==> src/ast_defines.vh <==
// Constants for the converter sleep and temperature sensor control block
// Assumes a single 250 MHz clock and 32-bit AXI4-Lite register access
`ifndef AST_DEFINES_VH
`define AST_DEFINES_VH
// ==========================================
// Register byte offsets
`define AST_OFF_SELECT   12'h000
`define AST_OFF_CONTROL  12'h004
`define AST_OFF_RESULT   12'h008
`define AST_OFF_STATUS   12'h00c
`define AST_OFF_MASK     12'h010
`define AST_OFF_STATE    12'h014
// ==========================================
// Select register fields
`define AST_SEL_CH_LSB   0
`define AST_SEL_CH_MSB   5
`define AST_SEL_REF_LSB  6
`define AST_SEL_REF_MSB  7
`define AST_SEL_RESET    8'h00
// ==========================================
// Control register bits
`define AST_CTL_ENABLE   0
`define AST_CTL_START    1
`define AST_CTL_IRQEN    2
`define AST_CTL_FREE     3
// ==========================================
// Status bits
`define AST_ST_DONE      0
`define AST_ST_WAKE      1
// ==========================================
// Sleep mode codes
`define AST_SLP_IDLE     3'h0
`define AST_SLP_NOISE    3'h1
// ==========================================
// Timing, response codes and result range
`define AST_CONV_CYCLES  8'h0d
`define AST_ONE          8'h01
`define AST_RESP_OKAY    2'h0
`define AST_RESP_SLVERR  2'h2
`define AST_RES_TOP      10'h3ff
`endif

==> src/ast_conv_timer.v <==
// Conversion sequencer: counts converter cycles and flags the end
// Assumes the analog front end samples at start and delivers data at done
`timescale 1ns/1ps
`default_nettype none
`include "ast_defines.vh"
module ast_conv_timer #(
  parameter [7:0] CYCLES = `AST_CONV_CYCLES
) (
  // Clock and reset
  input  wire ref_clk,
  input  wire rst_n,
  // Control
  input  wire start,
  input  wire abort,
  // Status
  output reg  busy,
  output reg  nearEnd,
  output reg  done
);
  reg [7:0] cnt_reg;
  always @(posedge ref_clk)
  begin
    if (!rst_n)
    begin
      cnt_reg <= 8'h00;
      busy    <= 1'b0;
      nearEnd <= 1'b0;
      done    <= 1'b0;
    end
    else
    begin
      done    <= 1'b0;
      nearEnd <= 1'b0;
      if (abort)
      begin
        busy    <= 1'b0;
        cnt_reg <= 8'h00;
      end
      else if (start && !busy)
      begin
        busy    <= 1'b1;
        cnt_reg <= CYCLES;
      end
      else if (busy)
      begin
        cnt_reg <= cnt_reg - `AST_ONE;
        if (cnt_reg == (`AST_ONE + `AST_ONE))
          nearEnd <= 1'b1;
        if (cnt_reg == `AST_ONE)
        begin
          busy <= 1'b0;
          done <= 1'b1;
        end
      end
    end
  end
endmodule // ast_conv_timer
`default_nettype wire

==> src/ast_result_store.v <==
// Holds the last conversion result, read data from a register
// Assumes writes only at conversion end
`timescale 1ns/1ps
`default_nettype none
module ast_result_store #(
  parameter WIDTH = 10
) (
  // Clock and reset
  input  wire             ref_clk,
  input  wire             rst_n,
  // Write side
  input  wire             wrEn,
  input  wire [WIDTH-1:0] wrData,
  // Read side
  output reg  [WIDTH-1:0] rdData
);
  // ==========================================
  // Storage
  reg [WIDTH-1:0] mem_reg;
  always @(posedge ref_clk)
  begin
    if (!rst_n)
    begin
      mem_reg <= {WIDTH{1'b0}};
      rdData  <= {WIDTH{1'b0}};
    end
    else
    begin
      if (wrEn)
        mem_reg <= wrData;
      rdData <= wrEn ? wrData : mem_reg;
    end
  end
endmodule // ast_result_store
`default_nettype wire

==> src/ast_sleep_ctrl.v <==
// Converter control: temperature sensor select and sleep noise canceler
// Assumes AXI4-Lite master on the register side, analog front end outside
`timescale 1ns/1ps
`default_nettype none
`include "ast_defines.vh"
module ast_sleep_ctrl #(
  parameter [5:0] SENSOR_CH = 6'h27,
  parameter       RES_W     = 10
) (
  // Clock and reset
  input  wire             ref_clk,
  input  wire             rst_n,
  // AXI4-Lite write address
  input  wire [11:0]      s_axi_awaddr,
  input  wire             s_axi_awvalid,
  output reg              s_axi_awready,
  // AXI4-Lite write data
  input  wire [31:0]      s_axi_wdata,
  input  wire [3:0]       s_axi_wstrb,
  input  wire             s_axi_wvalid,
  output reg              s_axi_wready,
  // AXI4-Lite write response
  output reg  [1:0]       s_axi_bresp,
  output reg              s_axi_bvalid,
  input  wire             s_axi_bready,
  // AXI4-Lite read address
  input  wire [11:0]      s_axi_araddr,
  input  wire             s_axi_arvalid,
  output reg              s_axi_arready,
  // AXI4-Lite read data
  output reg  [31:0]      s_axi_rdata,
  output reg  [1:0]       s_axi_rresp,
  output reg              s_axi_rvalid,
  input  wire             s_axi_rready,
  // Sleep controller
  input  wire             sleepEnter,
  input  wire [2:0]       sleepMode,
  input  wire             cpuClkStopped,
  input  wire             otherWake,
  output reg              cpuWake,
  output reg              cpuSleeping,
  // Analog front end
  input  wire [RES_W-1:0] afeData,
  output reg  [5:0]       afeChannel,
  output reg  [1:0]       afeRef,
  output reg              afeEnable,
  output reg              afeSample,
  output reg              sensorPower,
  // Interrupt
  output reg              irq
);
  // ==========================================
  // Registers
  reg [7:0]  select_reg;
  reg [3:0]  control_reg;
  reg [1:0]  status_reg;
  reg [1:0]  mask_reg;
  reg [11:0] awAddr_reg;
  reg [31:0] wData_reg;
  reg [3:0]  wStrb_reg;
  reg        awHave_reg;
  reg        wHave_reg;
  reg        sleepConv_reg;
  reg        swStart;
  wire       busy;
  wire       nearEnd;
  wire       convDone;
  wire [RES_W-1:0] result;

  // Sleep states
  localparam [2:0] S_RUN   = 3'b001;
  localparam [2:0] S_WAITH = 3'b010;
  localparam [2:0] S_SLEEP = 3'b100;
  reg [2:0] state_reg;

  function isNoiseMode;
    input [2:0] m;
    begin
      isNoiseMode = (m == `AST_SLP_IDLE) || (m == `AST_SLP_NOISE);
    end
  endfunction

  wire wrGo = awHave_reg && wHave_reg && !s_axi_bvalid;
  wire wrSel = wrGo && (awAddr_reg == `AST_OFF_SELECT);
  wire wrCtl = wrGo && (awAddr_reg == `AST_OFF_CONTROL);
  wire wrSts = wrGo && (awAddr_reg == `AST_OFF_STATUS);
  wire wrMsk = wrGo && (awAddr_reg == `AST_OFF_MASK);
  wire enabled = control_reg[`AST_CTL_ENABLE];
  wire autoStart = (state_reg == S_WAITH) && cpuClkStopped && enabled && !busy;
  wire startConv = (swStart || autoStart) && enabled && !busy;

  // ==========================================
  // Conversion timer
  ast_conv_timer #(
    .CYCLES (`AST_CONV_CYCLES)
  ) u_timer (
    .ref_clk (ref_clk),
    .rst_n   (rst_n),
    .start   (startConv),
    .abort   (!enabled),
    .busy    (busy),
    .nearEnd (nearEnd),
    .done    (convDone)
  );

  // ==========================================
  // Result store
  // Full code range kept
  ast_result_store #(
    .WIDTH (RES_W)
  ) u_result (
    .ref_clk (ref_clk),
    .rst_n   (rst_n),
    .wrEn    (convDone),
    .wrData  (afeData),
    .rdData  (result)
  );

  // ==========================================
  // Write channel
  always @(posedge ref_clk)
  begin
    if (!rst_n)
    begin
      awHave_reg    <= 1'b0;
      wHave_reg     <= 1'b0;
      awAddr_reg    <= 12'h000;
      wData_reg     <= 32'h00000000;
      wStrb_reg     <= 4'h0;
      s_axi_awready <= 1'b0;
      s_axi_wready  <= 1'b0;
      s_axi_bvalid  <= 1'b0;
      s_axi_bresp   <= `AST_RESP_OKAY;
    end
    else
    begin
      s_axi_awready <= !awHave_reg && !s_axi_awready && s_axi_awvalid;
      s_axi_wready  <= !wHave_reg && !s_axi_wready && s_axi_wvalid;
      if (s_axi_awvalid && s_axi_awready)
      begin
        awHave_reg <= 1'b1;
        awAddr_reg <= {s_axi_awaddr[11:2], 2'h0};
      end
      if (s_axi_wvalid && s_axi_wready)
      begin
        wHave_reg <= 1'b1;
        wData_reg <= s_axi_wdata;
        wStrb_reg <= s_axi_wstrb;
      end
      if (wrGo)
      begin
        awHave_reg   <= 1'b0;
        wHave_reg    <= 1'b0;
        s_axi_bvalid <= 1'b1;
        s_axi_bresp  <= (wrSel || wrCtl || wrSts || wrMsk ||
                         awAddr_reg == `AST_OFF_RESULT || awAddr_reg == `AST_OFF_STATE) ?
                        `AST_RESP_OKAY : `AST_RESP_SLVERR;
      end
      else if (s_axi_bvalid && s_axi_bready)
        s_axi_bvalid <= 1'b0;
    end
  end

  // ==========================================
  // Control and status registers
  always @(posedge ref_clk)
  begin
    if (!rst_n)
    begin
      select_reg  <= `AST_SEL_RESET;
      control_reg <= 4'h0;
      status_reg  <= 2'h0;
      mask_reg    <= 2'h0;
      swStart     <= 1'b0;
    end
    else
    begin
      swStart <= 1'b0;
      if (wrSel && wStrb_reg[0])
        select_reg <= wData_reg[7:0];
      if (wrCtl && wStrb_reg[0])
      begin
        control_reg <= {wData_reg[`AST_CTL_FREE], wData_reg[`AST_CTL_IRQEN],
                        1'b0, wData_reg[`AST_CTL_ENABLE]};
        swStart     <= wData_reg[`AST_CTL_START];
      end
      else if (control_reg[`AST_CTL_FREE] && convDone && enabled)
        swStart <= 1'b1;
      if (wrMsk && wStrb_reg[0])
        mask_reg <= wData_reg[1:0];
      status_reg[`AST_ST_DONE] <= convDone ||
        (status_reg[`AST_ST_DONE] && !(wrSts && wStrb_reg[0] && wData_reg[`AST_ST_DONE]));
      status_reg[`AST_ST_WAKE] <= (convDone && sleepConv_reg && state_reg != S_SLEEP) ||
        (status_reg[`AST_ST_WAKE] && !(wrSts && wStrb_reg[0] && wData_reg[`AST_ST_WAKE]));
    end
  end

  // ==========================================
  // Read channel
  always @(posedge ref_clk)
  begin
    if (!rst_n)
    begin
      s_axi_arready <= 1'b0;
      s_axi_rvalid  <= 1'b0;
      s_axi_rdata   <= 32'h00000000;
      s_axi_rresp   <= `AST_RESP_OKAY;
    end
    else
    begin
      s_axi_arready <= !s_axi_rvalid && !s_axi_arready && s_axi_arvalid;
      if (s_axi_arvalid && s_axi_arready)
      begin
        s_axi_rvalid <= 1'b1;
        s_axi_rresp  <= `AST_RESP_OKAY;
        case ({s_axi_araddr[11:2], 2'h0})
          `AST_OFF_SELECT:  s_axi_rdata <= {24'h000000, select_reg};
          `AST_OFF_CONTROL: s_axi_rdata <= {28'h0000000, control_reg};
          `AST_OFF_RESULT:  s_axi_rdata <= {{(32-RES_W){1'b0}}, result};
          `AST_OFF_STATUS:  s_axi_rdata <= {30'h00000000, status_reg};
          `AST_OFF_MASK:    s_axi_rdata <= {30'h00000000, mask_reg};
          `AST_OFF_STATE:   s_axi_rdata <= {27'h0000000, sensorPower, busy, state_reg};
          default:
          begin
            s_axi_rdata <= 32'h00000000;
            s_axi_rresp <= `AST_RESP_SLVERR;
          end
        endcase
      end
      else if (s_axi_rvalid && s_axi_rready)
        s_axi_rvalid <= 1'b0;
    end
  end

  // ==========================================
  // Sleep sequencer
  always @(posedge ref_clk)
  begin
    if (!rst_n)
    begin
      state_reg     <= S_RUN;
      sleepConv_reg <= 1'b0;
      cpuWake       <= 1'b0;
      cpuSleeping   <= 1'b0;
    end
    else
    begin
      cpuWake <= 1'b0;
      if (startConv)
        sleepConv_reg <= autoStart;
      case (state_reg)
        S_RUN:
        begin
          if (sleepEnter && isNoiseMode(sleepMode) && enabled && !busy)
          begin
            state_reg   <= S_WAITH;
            cpuSleeping <= 1'b1;
          end
        end
        S_WAITH:
        begin
          if (otherWake)
          begin
            state_reg   <= S_RUN;
            cpuWake     <= 1'b1;
            cpuSleeping <= 1'b0;
          end
          else if (autoStart)
            state_reg <= S_SLEEP;
        end
        S_SLEEP:
        begin
          if (otherWake || (convDone && control_reg[`AST_CTL_IRQEN]))
          begin
            state_reg   <= S_RUN;
            cpuWake     <= 1'b1;
            cpuSleeping <= 1'b0;
          end
        end
        default:
        begin
          state_reg   <= S_RUN;
          cpuSleeping <= 1'b0;
        end
      endcase
    end
  end

  // ==========================================
  // Analog selection and interrupt
  always @(posedge ref_clk)
  begin
    if (!rst_n)
    begin
      afeChannel  <= 6'h00;
      afeRef      <= 2'h0;
      afeEnable   <= 1'b0;
      afeSample   <= 1'b0;
      sensorPower <= 1'b0;
      irq         <= 1'b0;
    end
    else
    begin
      if (!busy || nearEnd)
      begin
        afeChannel  <= select_reg[`AST_SEL_CH_MSB:`AST_SEL_CH_LSB];
        afeRef      <= select_reg[`AST_SEL_REF_MSB:`AST_SEL_REF_LSB];
        sensorPower <= enabled &&
                       (select_reg[`AST_SEL_CH_MSB:`AST_SEL_CH_LSB] == SENSOR_CH);
      end
      afeEnable <= enabled;
      afeSample <= startConv;
      irq       <= |(status_reg & mask_reg);
    end
  end
endmodule // ast_sleep_ctrl
`default_nettype wire
==> config.mk <==
export PLATFORM = sky130hd
export DESIGN_NAME = ast_sleep_ctrl
export DESIGN_NICKNAME = d
export VERILOG_FILES = /design/src/ast_conv_timer.v /design/src/ast_result_store.v /design/src/ast_sleep_ctrl.v
export VERILOG_INCLUDE_DIRS = /design/src /design/src/src
export SDC_FILE = /design/constraint.sdc
export NUM_CORES = 1
export LEC_CHECK = 0
export BUFFER_PORTS_ARGS = -buffer_cell sky130_fd_sc_hd__buf_2
export CORE_MARGIN = 2
export CORE_UTILIZATION = 40
export DETAILED_ROUTE_END_ITERATION = 7
export PLACE_DENSITY = 0.77
export SYNTH_ARGS = -nofsm -noshare
export SYNTH_HDL_FRONTEND = slang
export SYNTH_HIERARCHICAL = 1
export SYNTH_SLANG_ARGS = --single-unit
==> constraint.sdc <==
create_clock -name ref_clk -period 1.45 [get_ports ref_clk]
set_input_delay 0.0725 -clock ref_clk [delete_from_list [all_inputs] [get_ports ref_clk]]
set_output_delay 0.0725 -clock ref_clk [all_outputs]
set_load 0.05 [all_outputs]
======== Word-level counts from Yosys, hierarchy flattened ========
Cells that the tools add are included.
storage, ports and cells
  register bits ........................... 117
  input port bits ......................... 83
  output and inout bits ................... 55
cells by class
  add/subtract/negate cells ............... 1
  equality and inequality tests ........... 22
  muxes and demuxes ....................... 28
  bitwise operators ....................... 4
  reduce and logical (&&, ||, !) cells .... 75
operators with widths
  cell                   count
  $pmux W10 S6           1
  $eq A10 B2 Y1 const B  4
  $eq A10 B3 Y1 const B  4
  $logic_and A1 B1 Y1    40
  $eq A10 B1 Y1 const B  2
  $mux W1                16
  $logic_not A12 Y1      1
  $mux W3                4
  $logic_or A1 B1 Y1     11
  $logic_not A1 Y1       10
  $logic_not A10 Y1      1
  $pmux W3 S3            1
  $eq A8 B1 Y1 const B   1
  $eq A8 B2 Y1 const B   1
  $mux W4                2
  $sub A8 B1 Y8 const B  1
  $eq A3 B1 Y1 const B   2
  $eq A6 B6 Y1 const B   1
  $ne A2 B2 Y1 const B   3
  $ne A3 B3 Y1 const B   2
  $reduce_and A3 Y1      2
  $reduce_bool A2 Y1     3
  $reduce_or A6 Y1       1
  $mux W2                2
  other kinds (11)       14

======== Longest topological paths before layout ========
Gate-level depths: netlist of the first run.
  depth in word-level cells ............... 9
  gate-level depth with buffers ........... 6

======== Hierarchy ========
Netlist of the first run, hierarchy kept.
by module, submodules not included
  module            instances  cells each  area each (µm²)
  ast_sleep_ctrl    1          375         3,269.4
  ast_conv_timer    1          54          503.0
  ast_result_store  1          31          374.1

======== Least setup slack after synthesis of the first run ========
Ideal clock, no wire load.
  path type ............................... reg-to-reg
  start point ............................. register s_axi_arready
  end point ............................... register s_axi_rdata[4]
  setup time .............................. 0.087 ns
  arrival ................................. 1.533 ns
  data required time ...................... 1.363 ns
  slack ................................... -0.171 ns
  stages on the path, launching flop included .. 5
  buffers on the path ..................... 0
  period minus slack after synthesis ...... 1.621 ns
  cells stage by stage .................... dfxtp_1 nand2_1 a21oi_1 nand3_2 o31ai_1
between the ends
  word-level cells in the longest chain between the ends .. 1
RTL lines
  element                 line                  source
  from (decl)             ast_sleep_ctrl.v:29   output reg s_axi_arready,
  from (signal assigned)  ast_sleep_ctrl.v:211  s_axi_arready <= !s_axi_rvalid && !s_axi_arready && s_axi_arvalid;
  $logic_and A1 B1 Y1     ast_sleep_ctrl.v:212  if (s_axi_arvalid && s_axi_arready)
  to (signal assigned)    ast_sleep_ctrl.v:217  `AST_OFF_SELECT: s_axi_rdata <= {24'h000000, select_reg};
  to (signal assigned)    ast_sleep_ctrl.v:218  `AST_OFF_CONTROL: s_axi_rdata <= {28'h0000000, control_reg};
  to (signal assigned)    ast_sleep_ctrl.v:219  `AST_OFF_RESULT: s_axi_rdata <= {{(32-RES_W){1'b0}}, result};
  to (decl)               ast_sleep_ctrl.v:31   output reg [31:0] s_axi_rdata,
Every way passes these cells.
A chain may end at the register's enable or synchronous reset.

======== Worst setup path after layout of the first run ========
  start point ............................. register u_timer.busy
  end point ............................... register u_timer.cnt_reg[5]
between the ends
  word-level cells in the longest chain between the ends .. 7
RTL lines
  element                            line                                                           source
  from (decl)                        ast_conv_timer.v:16                                            output reg busy,
  from (signal assigned)             ast_conv_timer.v:26                                            busy <= 1'b0;
  from (signal assigned)             ast_conv_timer.v:36                                            busy <= 1'b0;
  from (signal assigned)             ast_conv_timer.v:41                                            busy <= 1'b1;
  $logic_not A1 Y1                   ast_conv_timer.v:39, ast_sleep_ctrl.v:89, ast_sleep_ctrl.v:90
  $logic_and A1 B1 Y1                ast_sleep_ctrl.v:89                                            wire autoStart = (state_reg == S_WAITH) && cpuClkStopped && enabled && !busy;
  $logic_or A1 B1 Y1                 ast_sleep_ctrl.v:90                                            wire startConv = (swStart || autoStart) && enabled && !busy;
  $logic_and A1 B1 Y1 (2 in series)  ast_sleep_ctrl.v:90
  $logic_and A1 B1 Y1                ast_conv_timer.v:39                                            else if (start && !busy)
  $reduce_or A3 Y1 (no source line)  --
  to (signal assigned)               ast_conv_timer.v:46                                            cnt_reg <= cnt_reg - `AST_ONE;
  to (decl)                          ast_conv_timer.v:20                                            reg [7:0] cnt_reg;
Several ways; a longest one is shown, not always the timed one.

==> results of run 1 <==
worst max path at each step:
stage | endpoint | slack, ns | cells after the start
after floorplan | select_reg[0]$_SDFFE_PN0P_ | -0.07 | 3
after global placement | status_reg[0]$_SDFF_PN0_ | -0.06 | 4
after detailed placement | mask_reg[1]$_SDFFE_PN0P_ | -0.15 | 5
after CTS | mask_reg[1]$_SDFFE_PN0P_ | -0.11 | 5
after global routing | mask_reg[1]$_SDFFE_PN0P_ | -0.15 | 5
final | u_timer/cnt_reg[5]$_SDFFE_PP0P_ | -0.09 | 3
stage by stage:
step	TNS [ns]	cell area [µm²]	cells	setup slack, ns	util [%]
after floorplan	-0.5924	4257	483	-0.07405	-
after global placement	-0.6163	4873	694	-0.05690	47.85
after detailed placement	-1.435	4873	694	-0.1458	47.85
after CTS	-1.125	5483	744	-0.1075	53.83
after global routing	-1.328	5539	745	-0.1538	54.39
final	-0.4399	5539	745	-0.09402	54.39
layer usage:
| layer | vias to the layer above | wire, µm | track usage, % |
|---|---|---|---|
| li1 | 1825 | - | - |
| met1 | 1753 | 4340 | 21.88 |
| met2 | 95 | 4937 | 31.43 |
| met3 | 11 | 438 | 3.401 |
| met4 | 0 | 130 | 5.545 |
| met5 | - | 0 | 0 |
layout make-up:
| cell class | instances | area (µm²) | area share [%] |
|---|---|---|---|
| clock buffers | 9 | 123.9 | 2.236 |
| clock inverters | 7 | 97.59 | 1.762 |
| repair buffers | 153 | 1057 | 19.09 |
| multi-input cells | 340 | 2185 | 39.44 |
| well taps | 136 | 170.2 | 3.072 |
| inverters | 7 | 26.28 | 0.4744 |
| flip-flops and latches | 93 | 1879 | 33.93 |
critical path: cells and delay by family (launching register included):
family,cells,cell delay (ns)
AND/OR/NAND/NOR,2,0.93
flip-flops,1,0.40
AO/OA/AOI/OAI,1,0.14
what timing repair did:
action                     4_1_cts  5_1_grt
setup endpoints to repair       23       26
pin swaps                        4        7
gates cloned                     0        0
buffers inserted                 1        1
hold endpoints to repair        33        0
hold buffers                    33        0
resized for setup               13       17
logic make-up (layout without fill, tap and decap cells):
| kind of cell | after synthesis | count (layout) | synth area share (%) |
|---|---|---|---|
| and+or+nand+nor | 194 | 194 | 24.29 |
| xor gates and xnor gates | 2 | 2 | 0.4225 |
| adders and majority gates | 3 | 3 | 0.9053 |
| AOI/OAI and AO/OA | 84 | 84 | 14.18 |
| buffers and inverters | 50 | 176 | 6.940 |
| DFF | 93 | 93 | 44.90 |
| muxes | 33 | 33 | 8.268 |
| other | 1 | 24 | 0.09044 |
layout by cell type, fill, tap and decap left out, types with 6 or more instances in the layout:
cell type,netlist,routed
sky130_fd_sc_hd__a22oi_1,9,9
sky130_fd_sc_hd__clkbuf_8,0,9
sky130_fd_sc_hd__a21boi_0,31,31
sky130_fd_sc_hd__dlygate4sd3_1,0,33
sky130_fd_sc_hd__nand2_1,99,97
sky130_fd_sc_hd__nor2_1,15,15
sky130_fd_sc_hd__buf_4,24,36
sky130_fd_sc_hd__dfxtp_2,0,11
sky130_fd_sc_hd__inv_1,7,7
sky130_fd_sc_hd__and2_1,7,7
sky130_fd_sc_hd__nand3_1,6,6
sky130_fd_sc_hd__mux2i_1,32,32
sky130_fd_sc_hd__o21ai_0,14,11
sky130_fd_sc_hd__conb_1,1,24
sky130_fd_sc_hd__dfxtp_1,93,81
sky130_fd_sc_hd__nor2b_1,21,19
sky130_fd_sc_hd__buf_2,1,81
report_power, final:
| part | internal, W | switching [W] |
|---|---|---|
| clock network | 0.000976 | 0.000938 |
| registers | 0.00258 | 0.0000200 |
| logic | 0.000192 | 0.000322 |
==> results.md, run 1 <==
Run status:
- The run finished, with violations left.
- The checks that failed: negative setup slack.

Global routing:
- The number of global-route vias before repair came to 3656.
- The global routing usage summed across all routing layers is 17.82%.
- The first-pass GRT wire length is 16.17 mm.
- The pin count of the biggest net entering global routing is 59.
- The global route total overflow is 0.
- The number of antenna violations at the first check in global routing is 0.

Setup path:
- The worst register-to-register path ends at u_timer/cnt_reg[5]$_SDFFE_PP0P_.
- The number of cells on the worst reg-to-reg path is 3.
- The longest individual stage delay on the worst path is 0.50 ns.
- The required arrival time at the worst endpoint is 1.74 ns.
- The worst setup path is captured at a register.
- Traced cell by cell, the critical path runs through or4b_4 > or4_4 > a21oi_2.
- Along the worst path, the maximum fanout reaches 7.
- The critical path class is register to register.
- The register-to-register path setup slack is -0.09 ns.
- The critical path data arrival time is 1.83 ns.
- The start of the worst register-to-register path is u_timer/busy$_SDFF_PP0_.
- The sort of element at the start of the critical path is a register.
- The source of the critical timing path is u_timer/busy$_SDFF_PP0_.
- The worst-path cell with the longest stage delay is sky130_fd_sc_hd__or4b_4.

Hold path:
- The worst min-delay path startpoint is afeData[6].
- Counting instances, the worst hold path has a depth of 3.
- The worst hold endpoint is u_result/mem_reg[6]$_SDFFE_PN0P_.
- The worst min-delay path category is input port to register.

Clock network:
- The clock-pin slew on the worst setup and hold paths is 0.09 ns.
- The number of clock buffers added by TritonCTS is 9.
- The root buffer cell chosen for the clock tree is sky130_fd_sc_hd__clkbuf_8.
- The worst-case clock buffer depth is 2.
- The total number of clock tree sinks is 93.
- TritonCTS built the clock tree.
- The total number of H-tree levels is 3.
- The clock reaches the later pin of the worst-skew pair after 0.36 ns.

STA:
- The worst hold slack is 0.01682 ns.
- Once routing completed, OpenROAD measured the worst setup slack at -0.09402 ns.
- Setup violations remaining at the end of the flow were counted as 12.
- Setup repair after global routing could not meet its margin everywhere.
- The number of max-slew violations in the final report was 0.
- Static timing analysis puts the maximum clock frequency at 0.6477 GHz.
- The number of hold-slack violations in the final timing report was 0.
- The final critical path takes up 106.5% of the cycle.
- The minimum clock period is 1.544 ns.
- The worst-case clock skew is 0.008954 ns.

Synthesis:
- The proportion of register bits with asynchronous set or reset after synthesis is 0%.
- The cell area that synthesis handed to floorplanning was 0.004146 mm².
- The largest area contributor in the synthesized netlist is sky130_fd_sc_hd__dfxtp_1.
- By area the synthesized netlist is led by sky130_fd_sc_hd__dfxtp_1, sky130_fd_sc_hd__nand2_1, sky130_fd_sc_hd__mux2i_1.
- The top cell type by area accounts for 44.90% of the synthesized area.
- Counting flops with a built-in enable in the synthesized netlist gives 0.
- The commonest cells after synthesis are sky130_fd_sc_hd__nand2_1, sky130_fd_sc_hd__dfxtp_1, sky130_fd_sc_hd__mux2i_1.
- In the synthesized netlist the dominant register cell turns out to be sky130_fd_sc_hd__dfxtp_1.
- Sequential cells were found to cover 44.90% of the synthesized design area.
- The count of warnings emitted by yosys is 6.
- The register bit total from synthesis is 93.
- sky130_fd_sc_hd__nand2_1 is the most common cell in the netlist.
- The average cell area after synthesis is 9.014 µm².
- The post-synthesis instance total is 460.
- In this run, distinct cell masters in the synthesized netlist total 60.

Placed design:
- After legalization and detailed placement, the total HPWL measured 7.218 mm.
- The congestion estimate from routability-driven global placement came to 0.8350.
- The number of port buffers is 81.

Routing:
- After detailed routing, the number of remaining DRC violations is 0.
- The number of search-and-repair iterations in the first detailed-routing pass is 5.
- The aggregate routed wire length is 9.846 mm.
- After detailed routing, the number of vias per cell comes to 4.945.
- The violation count after the first detailed-routing iteration is 165.
- The detailed router placed 3684 vias in this run.
- The per-cell routed wire length is 13.22 µm.
- The residual antenna-violating net count after detailed routing is 0.

Layout:
- The share of final-layout standard cells stronger than drive strength 1 is 29.72%.
- The final-layout fill cell count is 923.
- Relative to the synthesized area, the layout overhead comes to 33.58%.
- The post-layout net count is 690.
- The number of diodes is 0.

Floorplan:
- The horizontal die dimension is 105.8 µm.
- The floorplan step defined a die boundary enclosing 0.01120 mm².
- For this configuration, the core starts out at a cell density of 40.71%.
- The area of the core is 0.01018 mm².
- 138 I/O pins were placed.
- In this run the core area contains 37 standard-cell rows.
- From bottom edge to top edge, the die measures 105.8 µm.

Power and ir drop:
- Power comes to 0.005027 W.
- The leakage dissipation is 2.218 nW.
- The worst vdd rail ir drop is 0.4700 mV.
- The total power divided by cell area is 907.5 mW/mm².

Flow run:
- Max-cap violations in this run came to 0.
(Power assumes the default switching activity.)
==> run 2: changes to the inputs <==
- PLACE_DENSITY: 0.77 -> 0.75
- clock period: 1.45 -> 1.8 ns (I/O delays scaled with it)
==> results.md, run 2 (same netlist as run 1, synthesis figures left out) <==
STA:
- The worst-case clock skew is 0.009029 ns.
- The number of max-slew violations in the final report is 0.
- Hold timing on the final database bottoms out at a slack of -0.001975 ns.
- The total of endpoints with negative setup slack in the final report is 0.
- At the pin with the least slew margin, the transition time is 0.5024 ns.
- For this run, the top clock speed supported by timing is 0.5761 GHz.
- The number of hold-slack violations in the final timing report is 1.
- The ratio of final minimum period to clock period is 96.43%.
- The post-route setup TNS is 0 ns.
- The worst relative slew slack is 66.44%.
- The post-route worst setup slack is 0.06424 ns.
- After layout, the minimum clock period comes to 1.736 ns.

Floorplan:
- The vertical extent of the die is 105.8 µm.
- In this run the core area contains 37 standard-cell rows.
- The effective utilization at floorplan is 40.71%.
- During I/O placement, the number of pins put on the boundary was 138.
- The floorplan step defined a die boundary enclosing 0.01120 mm².
- The area of the core is 0.01018 mm².
- The horizontal die dimension is 105.8 µm.

Layout:
- In the layout the commonest cells are sky130_fd_sc_hd__nand2_1, sky130_fd_sc_hd__dfxtp_1, sky130_fd_sc_hd__buf_2, sky130_fd_sc_hd__mux2i_1, sky130_fd_sc_hd__a21boi_0.
- Summing all flip-flop and latch instances after layout gives 0.001862 mm².
- In the final layout, the multi-input gates occupy 0.002086 mm².
- The filler cells instantiated in the layout total 939.
- The leading cell type in the layout, fill and taps excluded is sky130_fd_sc_hd__nand2_1.
- The share of final-layout standard cells stronger than drive strength 1 is 21.53%.
- The area growth from synthesis to layout is 24.05%.
- The post-layout net count is 657.
- 0 antenna diodes ended up in the layout.

Routing:
- After detailed routing, the number of vias per cell comes to 4.867.
- The residual antenna-violating net count after detailed routing is 0.
- The detailed router placed 3465 vias in this run.
- After the first detailed-routing iteration, the DRC count stood at 132.
- The count of unresolved DRC violations after routing is 0.
- The pre-antenna-repair detailed-routing pass consisted of 4 iterations.
- The aggregate routed wire length is 9.349 mm.
- After detailed routing, the average wire length per cell comes to 13.13 µm.

Placed design:
- The weighted congestion reported at the end of routability-driven placement is 0.7893.
- The half-perimeter wire length after detailed placement is 6.823 mm.
- The count of buffers added on input and output ports is 81.
- The pre-CTS setup slack is 0.06005 ns.

Setup path:
- The critical path in this run is classified as register to register.
- At the worst endpoint, the arrival time is 1.98 ns.
- Along the worst path, the maximum fanout reaches 8.
- The setup check on the worst reg-to-reg path leaves a slack of 0.06 ns.
- The worst setup path is launched from a register.
- The worst setup path is captured at a register.
- For the worst setup path, the data required time is 2.05 ns.

Global routing:
- The number of antenna violations at the first check in global routing is 0.
- Summed over all layers, the global routing overflow is 0.
- The pin count of the biggest net entering global routing is 86.
- In the global route stage, overall resource usage came out at 17.07%.
- The first global-routing pass estimated 15.36 mm of wire.
- The number of global-route vias before repair was 3355.

Power and ir drop:
- The analysis attributes to cell leakage a power of 2.021 nW.
- VDD sags by at most 0.3832 mV.
- The total power divided by cell area is 773.0 mW/mm².

Clock network:
- The clock insertion delay at the later pin of the skew report is 0.37 ns.
- The total number of H-tree levels is 3.
- Counting the buffers created by CTS gives 9.
- The TritonCTS clock tree is yes.
- The clock-pin slew on the worst setup and hold paths is 0.09 ns.
- The total number of clock tree sinks is 93.
- CTS placed an instance of sky130_fd_sc_hd__clkbuf_8 at the clock tree root.
- After clock tree synthesis, the setup repair step added 0 buffers.
- The worst-case clock buffer depth is 2.

Hold path:
- The min-delay analysis places its worst path in the category input port to register.

Run status:
- The flow ran to the end, but the final reports show violations.
- The final reports fail on negative hold slack.

Flow run:
- The max-capacitance violation count is 0.
==> run 2: cell count changes in the layout (fill, tap and decap cells not counted), moves of 3 or more <==
cell                            change
sky130_fd_sc_hd__o21ai_0            +3
sky130_fd_sc_hd__buf_4             -28
sky130_fd_sc_hd__dlygate4sd3_1      -3
sky130_fd_sc_hd__nor4_4             -3
sky130_fd_sc_hd__dfxtp_1           +12
sky130_fd_sc_hd__dfxtp_2           -11
==> run 2: per-stage QoR <==
step                      util (%)  cells  instance area [µm²]  hold slack (ns)  total power [W]
after floorplan                  -    483                 4233           0.2083         0.002421
after global placement       45.43    666                 4627           0.3247         0.002466
after detailed placement     45.43    666                 4627           0.3294         0.002474
after CTS                    50.48    712                 5141         0.002887         0.003991
final                        50.50    712                 5144        -0.001975         0.003976
after global routing         50.50    712                 5144         0.006180         0.004119
==> run 2: area by class of cell <==
class	count	share of cell area [%]
Multi-Input combinational cell	340	40.55
Timing Repair Buffer	120	15.28
Sequential cell	93	36.20
Clock inverter	7	1.751
Inverter	7	0.5108
Clock buffer	9	2.408
Tap cell	136	3.308
==> run 2: repair_timing <==
item,CTS,global route
endpoints found under the setup margin,0,6
resized for setup,0,1
endpoints found under the hold margin,30,0
hold buffers,30,0
==> run 2: where the power goes <==
part / internal (W) / switching [W] / leakage (nW)
sequential: 0.00208 / 0.0000169 / 0.751
combinational: 0.000134 / 0.000246 / 1.16
clock: 0.000774 / 0.000727 / 0.105
total: 0.00299 / 0.000990 / 2.02
==> run 2: metal layers <==
metal | track usage [%] | vias up | routed length [µm]
met5 | 0 | - | 0
met4 | 6.391 | 0 | 131
met3 | 3.401 | 11 | 464
met2 | 29.35 | 95 | 4597
met1 | 21.04 | 1608 | 4157
li1 | - | 1751 | -
==> run 2: worst paths after layout <==
check	startpoint	endpoint	depth (start not counted)
worst max-delay path	u_timer/busy$_SDFF_PP0_	u_timer/cnt_reg[5]$_SDFFE_PP0P_	6
worst min-delay path	afeData[3]	u_result/mem_reg[3]$_SDFFE_PN0P_	3
worst max register to register	u_timer/busy$_SDFF_PP0_	u_timer/cnt_reg[5]$_SDFFE_PP0P_	6
worst min register to register	s_axi_arready$_SDFF_PN0_	s_axi_arready$_SDFF_PN0_	1
==> run 2: worst max-delay path, cell delays in order (launching register included) <==
cell and delay (ns):
sky130_fd_sc_hd__dfxtp_1 0.40, sky130_fd_sc_hd__nor2b_2 0.24, sky130_fd_sc_hd__nand4b_1 0.23, sky130_fd_sc_hd__nand2_1 0.20, sky130_fd_sc_hd__or2b_2 0.35, sky130_fd_sc_hd__nand2_1 0.14, sky130_fd_sc_hd__a21oi_1 0.06
